--- src/shared/dbm_pkg.sv ---
/*
 * constants, field layout and helpers shared by the two ends of the
 * dma bus-mode link. assumes a single 50 mhz clock for both ends.
 */
// Behaviour
// - descriptor order bit selects descriptor byte swap
// - auto-poll issues transmit poll while suspended
// - no auto-poll while in snooze mode
// - first burst stops at boundary, later aligned
// - software matches alignment to line when read-line
// - alignment multiple of line under write-invalidate
// - burst length caps words per transaction
// - zero length: fifo-limited, need sixteen words
// - burst length at least cache line size
// - burst length only 0,1,2,4,8,16,32; resets 0
// - data order bit swaps bytes per word
// - ring mode skips gap words between descriptors
// - partial-line reads use plain read unless rle set and burst reaches boundary
// - descriptors always fetched with plain memory read
// - unaligned multiple-read: plain read, then multiple
package dbm_pkg;
	// -----------------------------------------------------------------
	// bus_mode_control field layout
	// -----------------------------------------------------------------
	localparam int BMC_WIE = 24;
	localparam int BMC_RLE = 23;
	localparam int BMC_RME = 21;
	localparam int BMC_DBO = 20;
	localparam int BMC_TAP_LSB = 17;
	localparam int BMC_CAL_LSB = 14;
	localparam int BMC_PBL_LSB = 8;
	localparam int BMC_BLE = 7;
	localparam int BMC_DSL_LSB = 2;
	localparam logic [31:0] BMC_RESET = 32'h0000_0000;
	localparam logic [31:0] BMC_WR_MASK = 32'h01be_fffc;
	localparam logic [31:0] BMC_PBL_MASK = 32'h0000_3f00;
	// -----------------------------------------------------------------
	// host end register offsets
	// -----------------------------------------------------------------
	localparam logic [7:0] REG_BMC = 8'h00;
	localparam logic [7:0] REG_CLS = 8'h04;
	localparam logic [7:0] REG_STAT = 8'h08;
	localparam logic [7:0] CLS_RESET = 8'h00;
	localparam int STAT_ALIGN_LINE = 0;
	localparam int STAT_ALIGN_MULT = 1;
	localparam int STAT_BURST_SHORT = 2;
	localparam int STAT_PBL_REFUSED = 3;
	// -----------------------------------------------------------------
	// sizes and timing
	// -----------------------------------------------------------------
	localparam int DESC_WORDS = 4;
	localparam int FIFO_MIN_WORDS = 16;
	localparam logic [5:0] CAL_WORDS_1 = 6'h08;
	localparam logic [5:0] CAL_WORDS_2 = 6'h10;
	localparam logic [5:0] CAL_WORDS_3 = 6'h20;
	localparam int CLK_PERIOD_NS = 20;
	localparam int POLL_UNIT_NS = 20000;
	localparam int POLL_UNIT_CYC = POLL_UNIT_NS / CLK_PERIOD_NS;

	typedef enum logic [2:0] {
		DBM_MEM_READ,
		DBM_READ_LINE,
		DBM_READ_MULT,
		DBM_MEM_WRITE,
		DBM_WRITE_INV
	} dbm_cmd_t;

	function automatic logic dbm_pbl_ok(input logic [5:0] v);
		return (v == 6'h00) || (v == 6'h01) || (v == 6'h02) || (v == 6'h04) ||
			(v == 6'h08) || (v == 6'h10) || (v == 6'h20);
	endfunction

	function automatic logic [31:0] dbm_bswap(input logic [31:0] w);
		return {w[7:0], w[15:8], w[23:16], w[31:24]};
	endfunction

	function automatic logic [5:0] dbm_cal_words(input logic [1:0] c);
		case (c)
			2'h1: return CAL_WORDS_1;
			2'h2: return CAL_WORDS_2;
			2'h3: return CAL_WORDS_3;
			default: return 6'h00;
		endcase
	endfunction
endpackage

--- src/shared/dbm_link_if.sv ---
/*
 * link between the host end (software and memory side) and the dma
 * bus-mode end. no clock inside; both ends share i_ref_clk.
 */
`timescale 1ns/100ps
interface dbm_link_if;
	logic cfg_wr;
	logic [31:0] cfg_wdata;
	logic mem_valid;
	logic mem_write;
	dbm_pkg::dbm_cmd_t mem_cmd;
	logic [31:0] mem_addr;
	logic [31:0] mem_wdata;
	logic mem_last;
	logic rd_valid;
	logic [31:0] rd_data;

	modport dev (
		input cfg_wr, cfg_wdata, rd_valid, rd_data,
		output mem_valid, mem_write, mem_cmd, mem_addr, mem_wdata, mem_last
	);
	modport hst (
		output cfg_wr, cfg_wdata, rd_valid, rd_data,
		input mem_valid, mem_write, mem_cmd, mem_addr, mem_wdata, mem_last
	);
endinterface

--- src/rtl/dbm_dev_end.sv ---
/*
 * dma bus-mode control: holds bus_mode_control, splits transfers into
 * bursts, picks bus commands, swaps byte order and runs the auto-poll
 * timer. assumes the host end accepts one beat per cycle.
 */
`timescale 1ns/100ps
module dbm_dev_end #(
	parameter int XFER_W = 16,
	parameter int FIFO_W = 8,
	parameter int POLL_UNIT = dbm_pkg::POLL_UNIT_CYC
) (
	input wire logic i_ref_clk,
	input wire logic i_rst,
	dbm_link_if.dev lnk,
	input wire logic i_tx_suspended,
	input wire logic i_snooze,
	input wire logic i_desc_start,
	input wire logic i_desc_load,
	input wire logic [31:0] i_desc_addr,
	input wire logic i_xfer_start,
	input wire logic i_xfer_write,
	input wire logic [31:0] i_xfer_addr,
	input wire logic [XFER_W-1:0] i_xfer_words,
	input wire logic [FIFO_W-1:0] i_fifo_words,
	input wire logic [31:0] i_wdata,
	output logic o_tx_poll,
	output logic o_wdata_take,
	output logic o_rvalid,
	output logic o_rdesc,
	output logic [31:0] o_rdata,
	output logic o_done,
	output logic o_busy
);
	generate
		if (XFER_W < 7 || FIFO_W < 5 || FIFO_W > XFER_W || POLL_UNIT < 1 ||
			POLL_UNIT > 32'h0024_9249) begin : g_chk
			$error("dbm_dev_end: unsupported parameter values");
		end
	endgenerate

	typedef enum {ST_IDLE, ST_BEAT, ST_GAP, ST_WAIT} dbm_st_t;

	// -----------------------------------------------------------------
	// bus_mode_control register
	// -----------------------------------------------------------------
	logic [31:0] bmc_q, bmc_d;
	wire [31:0] wr_val = lnk.cfg_wdata & dbm_pkg::BMC_WR_MASK;
	wire [5:0] wr_pbl = wr_val[dbm_pkg::BMC_PBL_LSB +: 6];
	wire [5:0] new_pbl = dbm_pkg::dbm_pbl_ok(wr_pbl) ? wr_pbl : bmc_q[dbm_pkg::BMC_PBL_LSB +: 6];
	wire [31:0] wr_keep = (wr_val & ~dbm_pkg::BMC_PBL_MASK) | {18'h0, new_pbl, 8'h0};
	assign bmc_d = lnk.cfg_wr ? wr_keep : bmc_q;

	wire [2:0] tap = bmc_q[dbm_pkg::BMC_TAP_LSB +: 3];
	wire [1:0] cal = bmc_q[dbm_pkg::BMC_CAL_LSB +: 2];
	wire [5:0] max_burst_words = bmc_q[dbm_pkg::BMC_PBL_LSB +: 6];
	wire [4:0] descriptor_gap_words = bmc_q[dbm_pkg::BMC_DSL_LSB +: 5];

	always_ff @(posedge i_ref_clk or posedge i_rst) begin
		if (i_rst) begin
			bmc_q <= dbm_pkg::BMC_RESET;
		end else begin
			bmc_q <= bmc_d;
		end
	end

	// -----------------------------------------------------------------
	// transmit auto-poll timer
	// -----------------------------------------------------------------
	logic [23:0] poll_q, poll_d;
	wire [23:0] poll_lim = 24'(tap) * 24'(POLL_UNIT);
	wire poll_run = i_tx_suspended && !i_snooze && (tap != 3'h0);
	wire poll_hit = poll_run && !lnk.cfg_wr && (poll_q == poll_lim - 24'h1);
	assign poll_d = (!poll_run || lnk.cfg_wr || poll_hit) ? 24'h0 : poll_q + 24'h1;

	always_ff @(posedge i_ref_clk or posedge i_rst) begin
		if (i_rst) begin
			poll_q <= 24'h0;
			o_tx_poll <= 1'b0;
		end else begin
			poll_q <= poll_d;
			o_tx_poll <= poll_hit;
		end
	end

	// -----------------------------------------------------------------
	// burst sizing and command choice
	// -----------------------------------------------------------------
	logic [31:0] xaddr_q;
	logic [XFER_W-1:0] remain_q;
	logic xwrite_q;
	wire [5:0] bnd = dbm_pkg::dbm_cal_words(cal);
	wire [5:0] off = {1'b0, xaddr_q[6:2]} & (bnd - 6'h1);
	wire [XFER_W-1:0] to_bnd = XFER_W'(bnd - off);
	wire [XFER_W-1:0] fifo_x = XFER_W'(i_fifo_words);
	wire [XFER_W-1:0] pbl_x = XFER_W'(max_burst_words);
	wire [XFER_W-1:0] lim1 = (max_burst_words == 6'h0 || fifo_x < pbl_x) ? fifo_x : pbl_x;
	wire [XFER_W-1:0] lim2 = (cal != 2'h0 && to_bnd < lim1) ? to_bnd : lim1;
	wire [XFER_W-1:0] xlen = (remain_q < lim2) ? remain_q : lim2;
	wire fifo_ready = (fifo_x >= XFER_W'(dbm_pkg::FIFO_MIN_WORDS)) || (fifo_x >= remain_q);
	wire go_ok = (xlen != '0) && ((max_burst_words != 6'h0) || fifo_ready);
	wire reach = (cal != 2'h0) && (xlen == to_bnd);
	wire aligned = (off == 6'h0);
	wire rme = bmc_q[dbm_pkg::BMC_RME];
	wire rle = bmc_q[dbm_pkg::BMC_RLE];
	wire wie = bmc_q[dbm_pkg::BMC_WIE];
	dbm_pkg::dbm_cmd_t rd_cmd, wr_cmd;
	assign rd_cmd = !reach ? dbm_pkg::DBM_MEM_READ :
		(aligned && rme) ? dbm_pkg::DBM_READ_MULT :
		rle ? dbm_pkg::DBM_READ_LINE : dbm_pkg::DBM_MEM_READ;
	assign wr_cmd = (wie && aligned && reach) ? dbm_pkg::DBM_WRITE_INV : dbm_pkg::DBM_MEM_WRITE;

	// -----------------------------------------------------------------
	// request latches and descriptor pointer
	// -----------------------------------------------------------------
	dbm_st_t st_q;
	logic desc_pend_q, xfer_on_q, is_desc_q, bwrite_q, swap_q;
	logic [31:0] daddr_q, baddr_q;
	logic [XFER_W-1:0] blen_q, beat_q, rcv_q;
	wire idle = (st_q == ST_IDLE);
	wire start_desc = idle && desc_pend_q;
	wire start_xfer = idle && !desc_pend_q && xfer_on_q && go_ok;
	wire beats_out = (beat_q == blen_q);
	wire burst_end = ((st_q == ST_GAP) && beats_out && bwrite_q) ||
		((st_q == ST_WAIT) && (rcv_q == blen_q));
	wire [31:0] ring_step = 32'(dbm_pkg::DESC_WORDS + int'(descriptor_gap_words)) << 2;

	always_ff @(posedge i_ref_clk or posedge i_rst) begin
		if (i_rst) begin
			desc_pend_q <= 1'b0;
			daddr_q <= 32'h0;
		end else begin
			if (i_desc_start) begin
				desc_pend_q <= 1'b1;
			end else if (start_desc) begin
				desc_pend_q <= 1'b0;
			end
			if (i_desc_start && i_desc_load) begin
				daddr_q <= i_desc_addr;
			end else if (burst_end && is_desc_q) begin
				daddr_q <= daddr_q + ring_step;
			end
		end
	end

	always_ff @(posedge i_ref_clk or posedge i_rst) begin
		if (i_rst) begin
			xfer_on_q <= 1'b0;
			xwrite_q <= 1'b0;
			xaddr_q <= 32'h0;
			remain_q <= '0;
		end else if (i_xfer_start && !xfer_on_q) begin
			xfer_on_q <= (i_xfer_words != '0);
			xwrite_q <= i_xfer_write;
			xaddr_q <= i_xfer_addr;
			remain_q <= i_xfer_words;
		end else if (start_xfer) begin
			xaddr_q <= xaddr_q + {xlen, 2'b00};
			remain_q <= remain_q - xlen;
		end else if (burst_end && !is_desc_q && remain_q == '0) begin
			xfer_on_q <= 1'b0;
		end
	end

	// -----------------------------------------------------------------
	// burst sequencer
	// -----------------------------------------------------------------
	always_ff @(posedge i_ref_clk or posedge i_rst) begin
		if (i_rst) begin
			st_q <= ST_IDLE;
			baddr_q <= 32'h0;
			blen_q <= '0;
			beat_q <= '0;
			is_desc_q <= 1'b0;
			bwrite_q <= 1'b0;
			swap_q <= 1'b0;
			lnk.mem_cmd <= dbm_pkg::DBM_MEM_READ;
		end else begin
			case (st_q)
				ST_IDLE: begin
					beat_q <= '0;
					if (start_desc) begin
						baddr_q <= daddr_q;
						blen_q <= XFER_W'(dbm_pkg::DESC_WORDS);
						lnk.mem_cmd <= dbm_pkg::DBM_MEM_READ;
						bwrite_q <= 1'b0;
						is_desc_q <= 1'b1;
						swap_q <= bmc_q[dbm_pkg::BMC_DBO];
						st_q <= ST_BEAT;
					end else if (start_xfer) begin
						baddr_q <= xaddr_q;
						blen_q <= xlen;
						lnk.mem_cmd <= xwrite_q ? wr_cmd : rd_cmd;
						bwrite_q <= xwrite_q;
						is_desc_q <= 1'b0;
						swap_q <= bmc_q[dbm_pkg::BMC_BLE];
						st_q <= ST_BEAT;
					end
				end
				ST_BEAT: begin
					baddr_q <= baddr_q + 32'h4;
					beat_q <= beat_q + 1'b1;
					st_q <= ST_GAP;
				end
				ST_GAP: begin
					if (!beats_out) begin
						st_q <= ST_BEAT;
					end else if (bwrite_q) begin
						st_q <= ST_IDLE;
					end else begin
						st_q <= ST_WAIT;
					end
				end
				ST_WAIT: begin
					if (rcv_q == blen_q) begin
						st_q <= ST_IDLE;
					end
				end
				default: st_q <= ST_IDLE;
			endcase
		end
	end

	// -----------------------------------------------------------------
	// beat outputs and read return path
	// -----------------------------------------------------------------
	wire beat_now = (st_q == ST_BEAT);
	wire [31:0] rd_word = swap_q ? dbm_pkg::dbm_bswap(lnk.rd_data) : lnk.rd_data;
	wire [31:0] wr_word = swap_q ? dbm_pkg::dbm_bswap(i_wdata) : i_wdata;

	always_ff @(posedge i_ref_clk or posedge i_rst) begin
		if (i_rst) begin
			lnk.mem_valid <= 1'b0;
			lnk.mem_write <= 1'b0;
			lnk.mem_addr <= 32'h0;
			lnk.mem_wdata <= 32'h0;
			lnk.mem_last <= 1'b0;
			o_wdata_take <= 1'b0;
		end else begin
			lnk.mem_valid <= beat_now;
			lnk.mem_write <= bwrite_q;
			lnk.mem_addr <= baddr_q;
			lnk.mem_wdata <= (beat_now && bwrite_q) ? wr_word : 32'h0;
			lnk.mem_last <= beat_now && (beat_q == blen_q - 1'b1);
			o_wdata_take <= beat_now && bwrite_q;
		end
	end

	always_ff @(posedge i_ref_clk or posedge i_rst) begin
		if (i_rst) begin
			rcv_q <= '0;
			o_rvalid <= 1'b0;
			o_rdesc <= 1'b0;
			o_rdata <= 32'h0;
			o_done <= 1'b0;
			o_busy <= 1'b0;
		end else begin
			rcv_q <= idle ? '0 : rcv_q + XFER_W'(lnk.rd_valid);
			o_rvalid <= lnk.rd_valid;
			o_rdesc <= is_desc_q;
			o_rdata <= lnk.rd_valid ? rd_word : 32'h0;
			o_done <= burst_end && (is_desc_q || remain_q == '0);
			o_busy <= !idle || desc_pend_q || xfer_on_q;
		end
	end
endmodule

--- src/flat_wrapper.sv ---
// flat-port wrapper written by rule: the top's interface ports become plain ports
module dbm_dev_end_flat 
#(
	parameter int XFER_W = 16,
	parameter int FIFO_W = 8,
	parameter int POLL_UNIT = dbm_pkg::POLL_UNIT_CYC
)
  (i_ref_clk, i_rst, i_tx_suspended, i_snooze, i_desc_start, i_desc_load, i_desc_addr, i_xfer_start, i_xfer_write, i_xfer_addr, i_xfer_words, i_fifo_words, i_wdata, o_tx_poll, o_wdata_take, o_rvalid, o_rdesc, o_rdata, o_done, o_busy, lnk_cfg_wr, lnk_cfg_wdata, lnk_rd_valid, lnk_rd_data, lnk_mem_valid, lnk_mem_write, lnk_mem_cmd, lnk_mem_addr, lnk_mem_wdata, lnk_mem_last);
  dbm_link_if lnk_i ();
  input wire logic i_ref_clk;
  input wire logic i_rst;
  input wire logic i_tx_suspended;
  input wire logic i_snooze;
  input wire logic i_desc_start;
  input wire logic i_desc_load;
  input wire logic [31:0] i_desc_addr;
  input wire logic i_xfer_start;
  input wire logic i_xfer_write;
  input wire logic [31:0] i_xfer_addr;
  input wire logic [XFER_W-1:0] i_xfer_words;
  input wire logic [FIFO_W-1:0] i_fifo_words;
  input wire logic [31:0] i_wdata;
  output logic o_tx_poll;
  output logic o_wdata_take;
  output logic o_rvalid;
  output logic o_rdesc;
  output logic [31:0] o_rdata;
  output logic o_done;
  output logic o_busy;
  input wire logic [$bits(lnk_i.cfg_wr)-1:0] lnk_cfg_wr;
  input wire logic [$bits(lnk_i.cfg_wdata)-1:0] lnk_cfg_wdata;
  input wire logic [$bits(lnk_i.rd_valid)-1:0] lnk_rd_valid;
  input wire logic [$bits(lnk_i.rd_data)-1:0] lnk_rd_data;
  output wire logic [$bits(lnk_i.mem_valid)-1:0] lnk_mem_valid;
  output wire logic [$bits(lnk_i.mem_write)-1:0] lnk_mem_write;
  output wire logic [$bits(lnk_i.mem_cmd)-1:0] lnk_mem_cmd;
  output wire logic [$bits(lnk_i.mem_addr)-1:0] lnk_mem_addr;
  output wire logic [$bits(lnk_i.mem_wdata)-1:0] lnk_mem_wdata;
  output wire logic [$bits(lnk_i.mem_last)-1:0] lnk_mem_last;
  assign lnk_i.cfg_wr = lnk_cfg_wr;
  assign lnk_i.cfg_wdata = lnk_cfg_wdata;
  assign lnk_i.rd_valid = lnk_rd_valid;
  assign lnk_i.rd_data = lnk_rd_data;
  assign lnk_mem_valid = lnk_i.mem_valid;
  assign lnk_mem_write = lnk_i.mem_write;
  assign lnk_mem_cmd = lnk_i.mem_cmd;
  assign lnk_mem_addr = lnk_i.mem_addr;
  assign lnk_mem_wdata = lnk_i.mem_wdata;
  assign lnk_mem_last = lnk_i.mem_last;
  dbm_dev_end #(.XFER_W(XFER_W), .FIFO_W(FIFO_W), .POLL_UNIT(POLL_UNIT)) u_core (.i_ref_clk(i_ref_clk), .i_rst(i_rst), .lnk(lnk_i), .i_tx_suspended(i_tx_suspended), .i_snooze(i_snooze), .i_desc_start(i_desc_start), .i_desc_load(i_desc_load), .i_desc_addr(i_desc_addr), .i_xfer_start(i_xfer_start), .i_xfer_write(i_xfer_write), .i_xfer_addr(i_xfer_addr), .i_xfer_words(i_xfer_words), .i_fifo_words(i_fifo_words), .i_wdata(i_wdata), .o_tx_poll(o_tx_poll), .o_wdata_take(o_wdata_take), .o_rvalid(o_rvalid), .o_rdesc(o_rdesc), .o_rdata(o_rdata), .o_done(o_done), .o_busy(o_busy));
endmodule
--- config.mk ---
export PLATFORM = sky130hd
export DESIGN_NAME = dbm_dev_end_flat
export DESIGN_NICKNAME = d
export VERILOG_FILES = /design/src/shared/dbm_pkg.sv /design/src/shared/dbm_link_if.sv /design/src/rtl/dbm_dev_end.sv /design/src/flat_wrapper.sv
export SDC_FILE = /design/constraint.sdc
export NUM_CORES = 1
export LEC_CHECK = 0
export ABC_CLOCK_PERIOD_IN_PS = 24500
export BUFFER_PORTS_ARGS = -buffer_cell sky130_fd_sc_hd__buf_2
export CORE_MARGIN = 2
export CORE_UTILIZATION = 40
export DETAILED_ROUTE_END_ITERATION = 6
export GPL_TIMING_DRIVEN = 0
export SLEW_MARGIN = 10
export SYNTH_ARGS = -nofsm -noshare
export SYNTH_HDL_FRONTEND = slang
export SYNTH_SLANG_ARGS = --single-unit
export TNS_END_PERCENT = 100
--- constraint.sdc ---
create_clock -name i_ref_clk -period 24.5 [get_ports i_ref_clk]
set_input_delay 1.225 -clock i_ref_clk [delete_from_list [all_inputs] [get_ports i_ref_clk]]
set_output_delay 1.225 -clock i_ref_clk [all_outputs]
set_load 0.05 [all_outputs]
# --- After elaboration in Yosys (flattened, before gate mapping) ---
# Cells that the tools add are included.
totals:
  register_bits: 355
  latchBits: 0
  ramBits: 0
  rom_bits: 0
  input_bits: 194
  output_inout_bits: 108
  elab_cells: 187
  n_memories: 0
op_classes:
  add_sub_neg: 12
  multipliers: 1
  div_mod_pow: 0
  magnitude_cmp: 5
  n_eq_ne: 23
  n_shift: 0
  n_mux: 47
  n_bitwise: 2
  n_reduce_logical: 68
ops:
  columns: ["operator", "count"]
  rows:
  - ["32-bit 2-to-1 mux", 14]
  - ["32-bit case mux with 4 select lines", 1]
  - ["16-bit 2-to-1 mux", 7]
  - ["32-bit by 2-bit == test with 1-bit output, second input constant", 3]
  - ["16-bit == test", 4]
  - ["32-bit by 3-bit == test with 1-bit output, second input constant", 2]
  - ["32-bit logical NOT", 2]
  - ["32-bit case mux with 2 select lines", 1]
  - ["32-bit by 18-bit adder with 32-bit output", 1]
  - ["32-bit by 3-bit adder with 32-bit output, second input constant", 1]
  - ["32-bit adder", 1]
  - ["32-bit by 1-bit == test with 1-bit output, second input constant", 1]
  - ["16-bit less-than comparator", 2]
  - ["16-bit case mux with 2 select lines", 1]
  - ["16-bit nonzero test", 2]
  - ["1-bit logical AND", 25]
  - ["25-bit by 14-bit bitwise OR with 25-bit output", 1]
  - ["24-bit by 1-bit adder with 24-bit output, second input constant", 1]
  - ["24-bit == test", 1]
  - ["24-bit 2-to-1 mux", 1]
  - ["6-bit logical NOT", 3]
  - ["3-bit 2-to-1 mux", 6]
  - ["6-bit case mux with 3 select lines", 1]
  - ["16-bit by 1-bit adder with 16-bit output", 1]
  - ["other kinds (34)", 75]

# --- Depth between registers and ports, before layout ---
depth:
  depth_word: 17
  ltp_mapped: 41
  mapped_depth_nobuf: 38

# --- Least setup slack after synthesis ---
# No wires, ideal clock.
synth_timing:
  path_type: "input to register"
  startpoint: "in i_fifo_words[5]"
  endpoint: "reg u_core.xaddr_q[31]"
  setup_ns: 0.127
  arrival_ns: 8.468
  t_required_ns: 24.373
  path_slack_ns: 15.905
  cell_stages: 36
  n_path_buf: 3
  cell_sequence: "ha_1 > a2111o_1 > a31o_1 > buf_6 > a22oi_1 > ha_1 > a21oi_1 > o21ai_0 > nor3_1 > a21oi_1 > o21a_1 > clkbuf_1 > nor2_1 > a21oi_1 > inv_1 > ha_1 > a21oi_1 > a21oi_1 > nor3_1 > nand2_1 > nor3_1 > a22o_2 > buf_1 > mux2i_1 > inv_1 > ha_1 > a211o_1 > a21oi_1 > or4_1 > a21oi_1 > a21o_1 > a41oi_1 > or2_2 > a211o_1 > mux2i_1 > nand3_1"
synth_via:
  elab_chain_cells: 12
  elab_cells_between_ends: 19
  cone_classes: "1 x add/sub; 5 x order compare; 5 x mux; 8 x reduce/logical"
synth_lines:
  columns: ["item", "line_no", "source"]
  rows:
  - ["from (decl)", "flat_wrapper.sv:21", "input wire logic [FIFO_W-1:0] i_fifo_words;"]
  - ["branches (longest 12 deep; another with 32-bit by 18-bit adder with 32-bit output)", null, null]
  - ["to (signal assigned)", "dbm_dev_end.sv:154", "xaddr_q <= i_xfer_addr;"]
  - ["to (signal assigned)", "dbm_dev_end.sv:157", "xaddr_q <= xaddr_q + {xlen, 2'b00};"]
  - ["to (decl)", "dbm_dev_end.sv:88", "logic [31:0] xaddr_q;"]
# Several ways; the timed one is not identified. The select of a mux whose other input is x is not followed.
# A chain may end at the register's enable or synchronous reset.

# --- Worst setup path after layout ---
layout_timing:
  startpoint: "in i_fifo_words[5]"
  endpoint: "reg u_core.xaddr_q[24]"
# The elaborated chain is that of the path after synthesis.

==> flow_summary.toml <==
[sta]
slew_viol_final = 0
fin_crit_ps = 9890
finClkSkew_ps = 22.5
tightest_slew_ps = 950
layout_setup_ws_ps = 14610
relSlewSlack = 0.366
setup_viol = 0
max_freq_mhz = 101
holdWs_ps = 388
rsz0062_at_grt = "false"
fin_crit_sh = 0.404
hold_viol = 0
final.setup.tns_ps = 0

[placed_design]
io_buffers = 289
placed_cells = 2940
post-place-ws_ps = 14250
placed_area_sq_um = 21000
dp_hpwl_mm = 46.7
gp_congestion = 0.947

[setup_path]
crit_arrival_ps = 10330
reg2reg_depth = 39
startpoint_type = "input port"
end_kind = "flip-flop"
worstReg2RegEnd = "u_core.xaddr_q[24]$_DFFE_PP0P_"
crit_path_frequent_cell = "a21oi_1"
path_max_fanout = 10
r2r_start = "u_core.bmc_q[13]$_DFFE_PP0P_"
worstSetupPathType = "in -> reg"
max_stage_delay_ps = 720
crit_slowest_cell = "a2111oi_0"
critical_path_required_ps = 24940
r2r_setup_slack_ps = 14980

[cts]
cts_tree = "yes"
cts_buffers = 40
hold_buffers = 0
post_cts_resized = 0
cts.sinks = 321
clock_latency_ps = 570
cts-root-buf = "clkbuf_16"
post_cts_buffers = 0
clk_pin_slew_ps = 60
htree_levels = 2
clockBufferDepth = 3

[power]
peakVddDrop_v = 0.0000612
p_leak_nw = 10.9
p_total_mw = 1.76
power.density_nw_per_um2 = 78.8

[hold_path]
hp-start = "u_core.baddr_q[1]$_DFFE_PP0P_"
min_path_type = "reg -> reg"
min_path_cells = 0
min_to = "u_core.lnk.mem_addr[1]$_DFF_PP0_"

[floorplanning]
ioPinCount = 302
die_area_sq_um = 48400
core_area_sq_um = 46300
rows = 79
start_util = 0.403
dieWidth_um = 220
die_h_um = 220

[finish]
finalInstanceArea_sq_um = 22400
seqCellArea_sq_um = 8030
multi_input_area_sq_um = 9940
fin_cells = 3014
num-fill-cells = 4448
drive_above_1_share = 0.172
area_delta_synth_final_pct = 19.9
fin_util = 0.484
nNetsFinal = 2662

[detailed_routing]
post_drt_wl_per_cell_um = 20.0
routed_wirelength_mm = 60.4
ant_nets = 0
vias = 16600
drc = 0
first_pass_iters = 5
vias_per_cell = 5.50
drt_iter0_markers = 1220

[grt]
grt_max_degree = 112
track_usage = 0.248
grt_overflow = 0
antenna_found_initial = 3
grt_pass1_wl_mm = 91.9
grt_pass1_vias = 16300

[synthesis]
syn-cell-area_sq_um = 18700
ys_ff_latch = 321
ys_async_sr_fraction = 1.00
avgSynthCellArea_sq_um = 9.20
syn_inst = 2028
synth.distinct_cells = 76
ys_warn_count = 0
synth_edf_count = 0
ys_seq_area_frac = 0.430
synth_ff_type = "dfrtp_1"

[run_status]
status = "finished, final reports clean"

[run]
maxCapViolCount = 0
-- synth_stat cells (all sizes together) (5+ instances only) --
master	instances	area (sq um)
dfrtp	321	8030
nand2	218	818
nor2	200	751
a21oi	121	606
o21ai	108	541
xor2	92	806
nand3	88	440
ha	86	1080
inv	81	304
clkbuf	74	278
mux2i	74	741
xnor2	69	604
nor2b	47	294
and3	40	250
nor3	36	180
buf	28	156
a221o	27	270
nor4	27	169
nand4	25	156
a21o	21	158
and2	21	131
mux2	17	191
nand2b	17	106
or3	15	93.8
a22oi	13	97.6
o31ai	12	90.1
or2	11	68.8
o22ai	9	56.3
or4	8	60.1
a31oi	7	43.8
a32oi	7	76.3
fa	7	140
o311ai	7	61.3
o211ai	6	45.0
o22a	6	52.6
a211o	5	43.8
a311oi	5	56.3
nor4b	5	43.8
o21a	5	37.5
o21bai	5	37.5
-- worst max path at each step --
stage	end	cells past startpoint	startpoint
floorplan	u_core.baddr_q[0]$_DFFE_PP0P_	1	i_rst
global placement	u_core.bmc_q[10]$_DFFE_PP0P_	2	i_rst
detailed placement	u_core.xaddr_q[24]$_DFFE_PP0P_	39	i_fifo_words[5]
CTS	u_core.xaddr_q[24]$_DFFE_PP0P_	39	i_fifo_words[5]
global route	u_core.xaddr_q[24]$_DFFE_PP0P_	39	i_fifo_words[5]
finish	u_core.xaddr_q[24]$_DFFE_PP0P_	39	i_fifo_words[5]
-- report_power, final --
part	switching, mW	internal (mW)	leakage (nW)	total (mW)
logic	0.303	0.191	6.08	0.494
clock network	0.240	0.379	0.672	0.619
registers	0.0645	0.588	4.12	0.652
-- per-layer routing --
layer,vias up,global-route usage,share of wire
li1,7807,-,-
met1,7973,0.321,0.43
met2,641,0.401,0.45
met3,139,0.0403,0.073
met4,2,0.123,0.049
met5,-,0,0.00012
-- state kept, by name, summed over array words and instances, names as in the netlist, 2 cells and up --
name and cells:
u_core.daddr_q 32, u_core.beat_q 16, u_core.lnk.mem_addr 32, u_core.lnk.mem_wdata 32, u_core.bmc_q 21, u_core.lnk.mem_cmd 3, u_core.rcv_q 16, u_core.st_q 2
u_core.remain_q 16, u_core.xaddr_q 32, u_core.blen_q 16, u_core.poll_q 24, u_core.o_rdata 32, u_core.baddr_q 32
-- layout make-up --
class | count | share of cell area
diodes | 1 | 0.000112
clock buffers | 54 | 0.0507
well taps | 607 | 0.0339
flip-flops and latches | 321 | 0.359
clock inverters | 19 | 0.0107
plain buffers | 102 | 0.0194
inverters | 81 | 0.0139
repair buffers | 292 | 0.0683
multi-input cells | 1537 | 0.444
-- cells by family (layout without fill, tap and decap cells) --
group | count (synthesis) | in the layout | share of synthesized area
multiplexers | 91 | 91 | 0.0499
other | 2 | 16 | 0.000402
AND/OR/NAND/NOR | 770 | 770 | 0.196
buffers and inverters | 183 | 548 | 0.0395
AO/OA/AOI/OAI | 406 | 406 | 0.142
adder cells (fa/ha/maj) | 94 | 94 | 0.0657
XOR/XNOR | 161 | 161 | 0.0755
flip-flops | 321 | 321 | 0.430
-- worst max-delay path, delay by kind of cell --
family	cells	cell delay, ps
AO/OA/AOI/OAI	18	4590
AND/OR/NAND/NOR	10	1820
adder cells (fa/ha/maj)	5	1550
buffers and inverters	6	1140
-- layout by cell type, fill, tap and decap left out, types with 17 or more instances in the layout --
master / count
inv_1: 80
dfrtp_1: 321
a21o_1: 21
a21oi_1: 121
nand4_1: 25
buf_2: 300
mux2_2: 17
nor3_1: 36
clkbuf_16: 41
clkbuf_1: 81
o21ai_0: 102
ha_1: 86
nor2_1: 200
nor4_1: 27
nor2b_1: 47
mux2i_1: 74
and3_1: 40
and2_1: 21
a221o_1: 27
nand2b_1: 17
nand3_1: 88
nand2_1: 218
xor2_1: 92
xnor2_1: 69
(Power assumes the default switching activity.)
